--- config.mk ---
export PLATFORM = sky130hd
export DESIGN_NAME = occ_top
export DESIGN_NICKNAME = d
export VERILOG_FILES = /design/src/logic/occ_pkg.sv /design/src/logic/occ_top.sv
export SDC_FILE = /design/constraint.sdc
export NUM_CORES = 1
export LEC_CHECK = 0
export ABC_CLOCK_PERIOD_IN_PS = 2400
export BUFFER_PORTS_ARGS = -buffer_cell sky130_fd_sc_hd__buf_2
export CAP_MARGIN = 20
export CORE_AREA = 2 2 58 60
export DETAILED_ROUTE_END_ITERATION = 10
export DIE_AREA = 0 0 60 62
export PLACE_DENSITY = 0.79
export RECOVER_POWER = 25
export SLEW_MARGIN = 25
export SYNTH_ARGS = -nofsm -noshare
export SYNTH_HDL_FRONTEND = slang
export SYNTH_SLANG_ARGS = --single-unit
--- constraint.sdc ---
create_clock -name SYS_CLK -period 2.4 [get_ports SYS_CLK]
set_input_delay 0.24 -clock SYS_CLK [delete_from_list [all_inputs] [get_ports SYS_CLK]]
set_output_delay 0.24 -clock SYS_CLK [all_outputs]
set_load 0.005 [all_outputs]
--- src/logic/occ_pkg.sv ---
package occ_pkg;
   localparam logic [7:0] OCC_CTRL_OFFSET = 8'h00;
   localparam logic [7:0] OCC_UNLOCK_OFFSET = 8'h04;
   localparam int OCC_SWITCH_BIT = 0;
   localparam int OCC_SOSC_BIT = 1;
   localparam int OCC_USBFRC_BIT = 2;
   localparam int OCC_FAIL_BIT = 3;
   localparam int OCC_NOSC_LSB = 8;
   localparam int OCC_NOSC_W = 3;
   // Key values are arbitrary
   localparam logic [31:0] OCC_KEY_FIRST = 32'hC0DE_0001;
   localparam logic [31:0] OCC_KEY_SECOND = 32'hC0DE_0002;
   localparam logic [OCC_NOSC_W-1:0] OCC_NOSC_RESET = 3'h0;
   localparam logic [31:0] OCC_RD_RESET = 32'h0000_0000;
   localparam int OCC_SYNC_STAGES = 3;
   typedef enum logic [1:0] {OCC_LOCKED, OCC_KEY1_SEEN, OCC_UNLOCKED} occ_lock_t;
endpackage

--- src/logic/occ_top.sv ---
// Chosen here: strobed register access and the address map.
`timescale 1ns/1ps
module occ_top
   import occ_pkg::*;
#(
   parameter bit HAS_USB = 1'b1
) (
   input wire logic SYS_CLK,
   input wire logic RESET_N,
   input wire logic CLK_EN,
   input wire logic [7:0] ADDR,
   input wire logic [31:0] WR_DATA,
   input wire logic WR_STB,
   input wire logic RD_STB,
   output logic [31:0] RD_DATA,
   input wire logic FAIL_DETECT,
   input wire logic SWITCH_DONE,
   output logic SOSC_EN,
   output logic USB_FRC_SEL,
   output logic SWITCH_REQ,
   output logic [OCC_NOSC_W-1:0] NEW_OSC
);

   logic [OCC_SYNC_STAGES-1:0] sync_q [2];
   logic [1:0] filt_q;
   logic [1:0] pins;
   occ_lock_t lock_q, lock_d;
   logic cf_q;
   logic sosc_q;
   logic usbfrc_q;
   logic sw_q;
   logic [OCC_NOSC_W-1:0] nosc_q;
   logic fail_prev_q;
   logic done_prev_q;
   logic [31:0] rd_q;

   assign pins = {SWITCH_DONE, FAIL_DETECT};

   // Three stages per pin; value accepted only when stages two and three agree
   genvar gi;
   generate
      for (gi = 0; gi < 2; gi++) begin : g_sync
         always_ff @(posedge SYS_CLK or negedge RESET_N) begin
            if (!RESET_N) begin
               sync_q[gi] <= '0;
               filt_q[gi] <= 1'b0;
            end else if (CLK_EN) begin
               sync_q[gi] <= {sync_q[gi][1:0], pins[gi]};
               if (sync_q[gi][1] == sync_q[gi][2]) begin
                  filt_q[gi] <= sync_q[gi][2];
               end
            end
         end
      end
   endgenerate

   // Full byte compare, so unmapped offsets never alias onto a register
   function automatic logic addr_match(logic [7:0] a, logic [7:0] off);
      return a == off;
   endfunction

   wire fail_rise = filt_q[0] & ~fail_prev_q;
   wire done_rise = filt_q[1] & ~done_prev_q;
   wire ctrl_hit = addr_match(ADDR, OCC_CTRL_OFFSET);
   wire key_hit = addr_match(ADDR, OCC_UNLOCK_OFFSET);
   wire ctrl_wr = WR_STB & ctrl_hit & (lock_q == OCC_UNLOCKED);
   wire sw_set = ctrl_wr & WR_DATA[OCC_SWITCH_BIT];
   wire cf_clr = ctrl_wr & ~WR_DATA[OCC_FAIL_BIT];
   wire [31:0] ctrl_view = {21'h0_0000, nosc_q, 4'h0, cf_q, usbfrc_q, sosc_q, sw_q};
   wire [31:0] rd_sel = (RD_STB & ctrl_hit) ? ctrl_view : OCC_RD_RESET;

   // Any write but a key word to the unlock offset breaks a half-done key sequence; one unlock covers one control write
   always_comb begin
      lock_d = lock_q;
      if (WR_STB) begin
         if (key_hit && WR_DATA == OCC_KEY_FIRST) begin
            lock_d = OCC_KEY1_SEEN;
         end else if (key_hit && WR_DATA == OCC_KEY_SECOND && lock_q == OCC_KEY1_SEEN) begin
            lock_d = OCC_UNLOCKED;
         end else begin
            lock_d = OCC_LOCKED;
         end
      end
   end

   always_ff @(posedge SYS_CLK or negedge RESET_N) begin
      if (!RESET_N) begin
         lock_q <= OCC_LOCKED;
         fail_prev_q <= 1'b0;
         done_prev_q <= 1'b0;
         rd_q <= OCC_RD_RESET;
      end else if (CLK_EN) begin
         lock_q <= lock_d;
         fail_prev_q <= filt_q[0];
         done_prev_q <= filt_q[1];
         rd_q <= rd_sel;
      end
   end

   always_ff @(posedge SYS_CLK or negedge RESET_N) begin
      if (!RESET_N) begin
         sosc_q <= 1'b0;
         usbfrc_q <= 1'b0;
         nosc_q <= OCC_NOSC_RESET;
      end else if (CLK_EN && ctrl_wr) begin
         sosc_q <= WR_DATA[OCC_SOSC_BIT];
         usbfrc_q <= HAS_USB & WR_DATA[OCC_USBFRC_BIT];
         nosc_q <= WR_DATA[OCC_NOSC_LSB +: OCC_NOSC_W];
      end
   end

   // Set wins over a same-cycle clear for both status bits: failure edge over software clear, software switch set over completion edge
   always_ff @(posedge SYS_CLK or negedge RESET_N) begin
      if (!RESET_N) begin
         cf_q <= 1'b0;
         sw_q <= 1'b0;
      end else if (CLK_EN) begin
         if (fail_rise) begin
            cf_q <= 1'b1;
         end else if (cf_clr) begin
            cf_q <= 1'b0;
         end
         if (sw_set) begin
            sw_q <= 1'b1;
         end else if (done_rise) begin
            sw_q <= 1'b0;
         end
      end
   end

   assign RD_DATA = rd_q;
   assign SOSC_EN = sosc_q;
   assign USB_FRC_SEL = usbfrc_q;
   assign SWITCH_REQ = sw_q;
   assign NEW_OSC = nosc_q;
endmodule

==> impl_metrics.ini <==
[timing]
slew_headroom = 0.100
period_needed_ns = 1.52
slew_viol_final = 0
tightest_slew_ns = 1.35
fmax_mhz = 657
rsz0062_at_grt = false
setup_viol = 0
tns_ns = 0
timing.final.crit_share = 0.634
finClkSkew_ns = 0.00401
hold_viol = 0

[pwr]
pwr-share-seq = 0.622
power.leakage_nw = 0.871
intPower_uw = 593
combPwrFrac = 0.155
power.switching_uw = 210
vdd_drop_max_mv = 0.163
power_density_mw_per_mm2 = 496
pwr-share-clk = 0.223
p_sw_frac = 0.261

[floorplan]
floorplan.rows = 21
die_h_um = 62
initial_utilization = 0.418
die_width_um = 60
design.portCount = 85
dieArea_sq_mm = 0.00372
fp.coreArea_sq_mm = 0.00318

[global_route]
grt_pass1_vias = 965
track_usage = 0.153
grt_max_degree = 27
gr-total-overflow = 0
antenna_found_initial = 0
grt_pass1_wl_um = 4080

[clocking]
clk_latency_ns = 0.32
cts_tree = yes
cts.root.buffer_cell = clkbuf_4
clk_path_buf_depth = 2
cts.clk_slew.worst_paths_ns = 0.13
post_cts_resized = 0
cts_htree_levels = 1
cts_buffers = 3
cts_sinks = 26

[cells_and_area]
antenna_cells = 0
final_area_sq_mm = 0.00162
areaGrowthSynthToFinish_pct = 21.7
final_nets = 231
regArea_sq_um = 651
multiInputGateArea_sq_um = 548
layoutNonFillerInstCount = 228
layout-drive-gt1-share = 0.418
n_fill_cell = 311

[setup_path]
rrSetupSlack_ns = 0.88
cpMaxStageDelayCell = clkbuf_1
end_kind = asynchronous set/reset pin
cp-start-kind = input pin
crit_family = buffers and inverters
path_max_fanout = 26
timing.critical_path.buf_inv = 2
cp.arrival_ns = 1.75
path_cells = dlygate4sd3_1, clkbuf_1
slowest_delay_ns = 0.98
critical_path_class = input pin to asynchronous set/reset pin
crit_required_ns = 2.63

[route]
postRouteAntennaNets = 0
post_drt_wl_per_cell_um = 11.6
wirelength_um = 2640
firstDrtPassIters = 4
drc_errors = 0
via_per_inst = 4.52
via_count = 1030
first_iter_violations = 13

[yosys]
synth-edff-count = 0
synth_top_family_by_area = buffers and inverters
yosys.area_share.adder = 0
ys_ff_latch = 26
synth-simple-area-share = 0.155
synth_area_per_cell_sq_um = 11.0
synth_area_sq_mm = 0.00133
synth.distinct_cells = 25
synth_area_leaders = dfrtp_1 (49%), buf_4 (14%), mux2_2 (7.6%), a22o_1 (4.6%), o21ai_0 (3.8%)
synth_compound_area_frac = 0.110
synth_common_cells = dfrtp_1 (26), buf_4 (25), nand2_1 (12)
synth_top_area_share = 0.490
yosys_warnings = 0
synth_top_area_cell = dfrtp_1
synth-seq-area-share = 0.490
async_flop_share = 1.00
syn-instance-count = 121
synthMuxAreaShare = 0.0763
synthXorXnorAreaFrac = 0
synthFlopType = dfrtp_1
synthMostInstantiatedCell = dfrtp_1

[placement]
dp_hpwl_um = 2260
dp_cells = 224
gp_congestion = 0.704
placed_area_sq_mm = 0.00159
portBuffers = 59

[job]
cap_viol_max_count = 0

[status]
status = finished, final reports clean

[min_path]
worstHoldPathType = input pin to flop
==> sequential cells by signal (all words and copies together) (netlist names), 2 cells and up <==
signal   flops
NEW_OSC      3
RD_DATA      7
filt_q       2
lock_q       2
sync_q       6
==> through the flow <==
stage,setup WS (ns),utilization,hold WS (ns),power (mW)
detailed placement,0.665,0.499,0.265,0.634
global placement,0.755,0.499,0.258,0.622
CTS,0.862,0.509,0.132,0.810
global route,0.565,0.508,0.124,0.852
finish,0.879,0.508,0.134,0.802
floorplan,1.00,-,-0.0556,0.592
==> cells by family after synthesis <==
family / count (synthesis)
flip-flops: 26
AND/OR/NAND/NOR: 31
multiplexers: 9
other: 1
AO/OA/AOI/OAI: 21
buffers and inverters: 33
==> placed cells by master, fill, tap and decap left out <==
cell,synthesis,final
o41ai_2,1,1
nor4bb_1,1,1
a22o_1,7,7
clkbuf_4,0,3
nor4b_4,1,1
and4b_1,3,3
inv_1,4,4
a21oi_1,2,2
mux2_2,9,9
or4_4,1,1
dlygate4sd3_1,0,1
dfrtp_1,26,26
clkbuf_1,1,1
nor4_1,4,4
o2bb2ai_1,1,1
o21ai_0,10,10
buf_2,2,58
nor3_1,2,2
nand2b_1,2,2
nand2_1,12,12
nand3_1,1,1
nand4_1,2,2
clkinv_1,1,1
nor4b_2,1,1
conb_1,1,25
nor2b_1,1,1
buf_4,25,2
==> power by group through the flow <==
stage	Clock [mW]	Combinational [mW]	Sequential, mW
detailed placement	0	0.125	0.509
CTS	0.183	0.127	0.500
global route	0.203	0.144	0.505
global placement	0	0.117	0.505
floorplan	0	0.0903	0.502
finish	0.179	0.124	0.499
==> repair_timing <==
| item | CTS | global route |
|---|---|---|
| hold buffers | 1 | 0 |
| endpoints found under the hold margin | 26 | 0 |
| setup buffers | 0 | 0 |
| setup endpoints to repair | 0 | 0 |
==> final timing paths <==
check | startpoint | end | cells after the start
worst min-delay path | WR_DATA[0] | lock_q[1] | 2
worst max register to register | lock_q[0] | NEW_OSC[2] | 3
min in group asynchronous | RESET_N | done_prev_q | 2
max in group SYS_CLK | lock_q[0] | NEW_OSC[2] | 3
worst min register to register | fail_prev_q | cf_q | 1
worst max-delay path | RESET_N | RD_DATA[3] | 2
==> layout make-up <==
| class | count | area share |
|---|---|---|
| flip-flops and latches | 26 | 0.402 |
| multi-input cells | 86 | 0.339 |
| repair buffers | 62 | 0.197 |
| well taps | 46 | 0.0356 |
| clock buffers | 3 | 0.0139 |
| inverters | 5 | 0.0116 |
==> routing by layer <==
layer | track usage | up-vias | share of wire
met5 | 0 | - | 0
li1 | - | 500 | -
met4 | 0.0857 | 0 | 0.022
met3 | 0.0269 | 5 | 0.086
met2 | 0.287 | 62 | 0.51
met1 | 0.160 | 463 | 0.38
(Power assumes the default switching activity.)
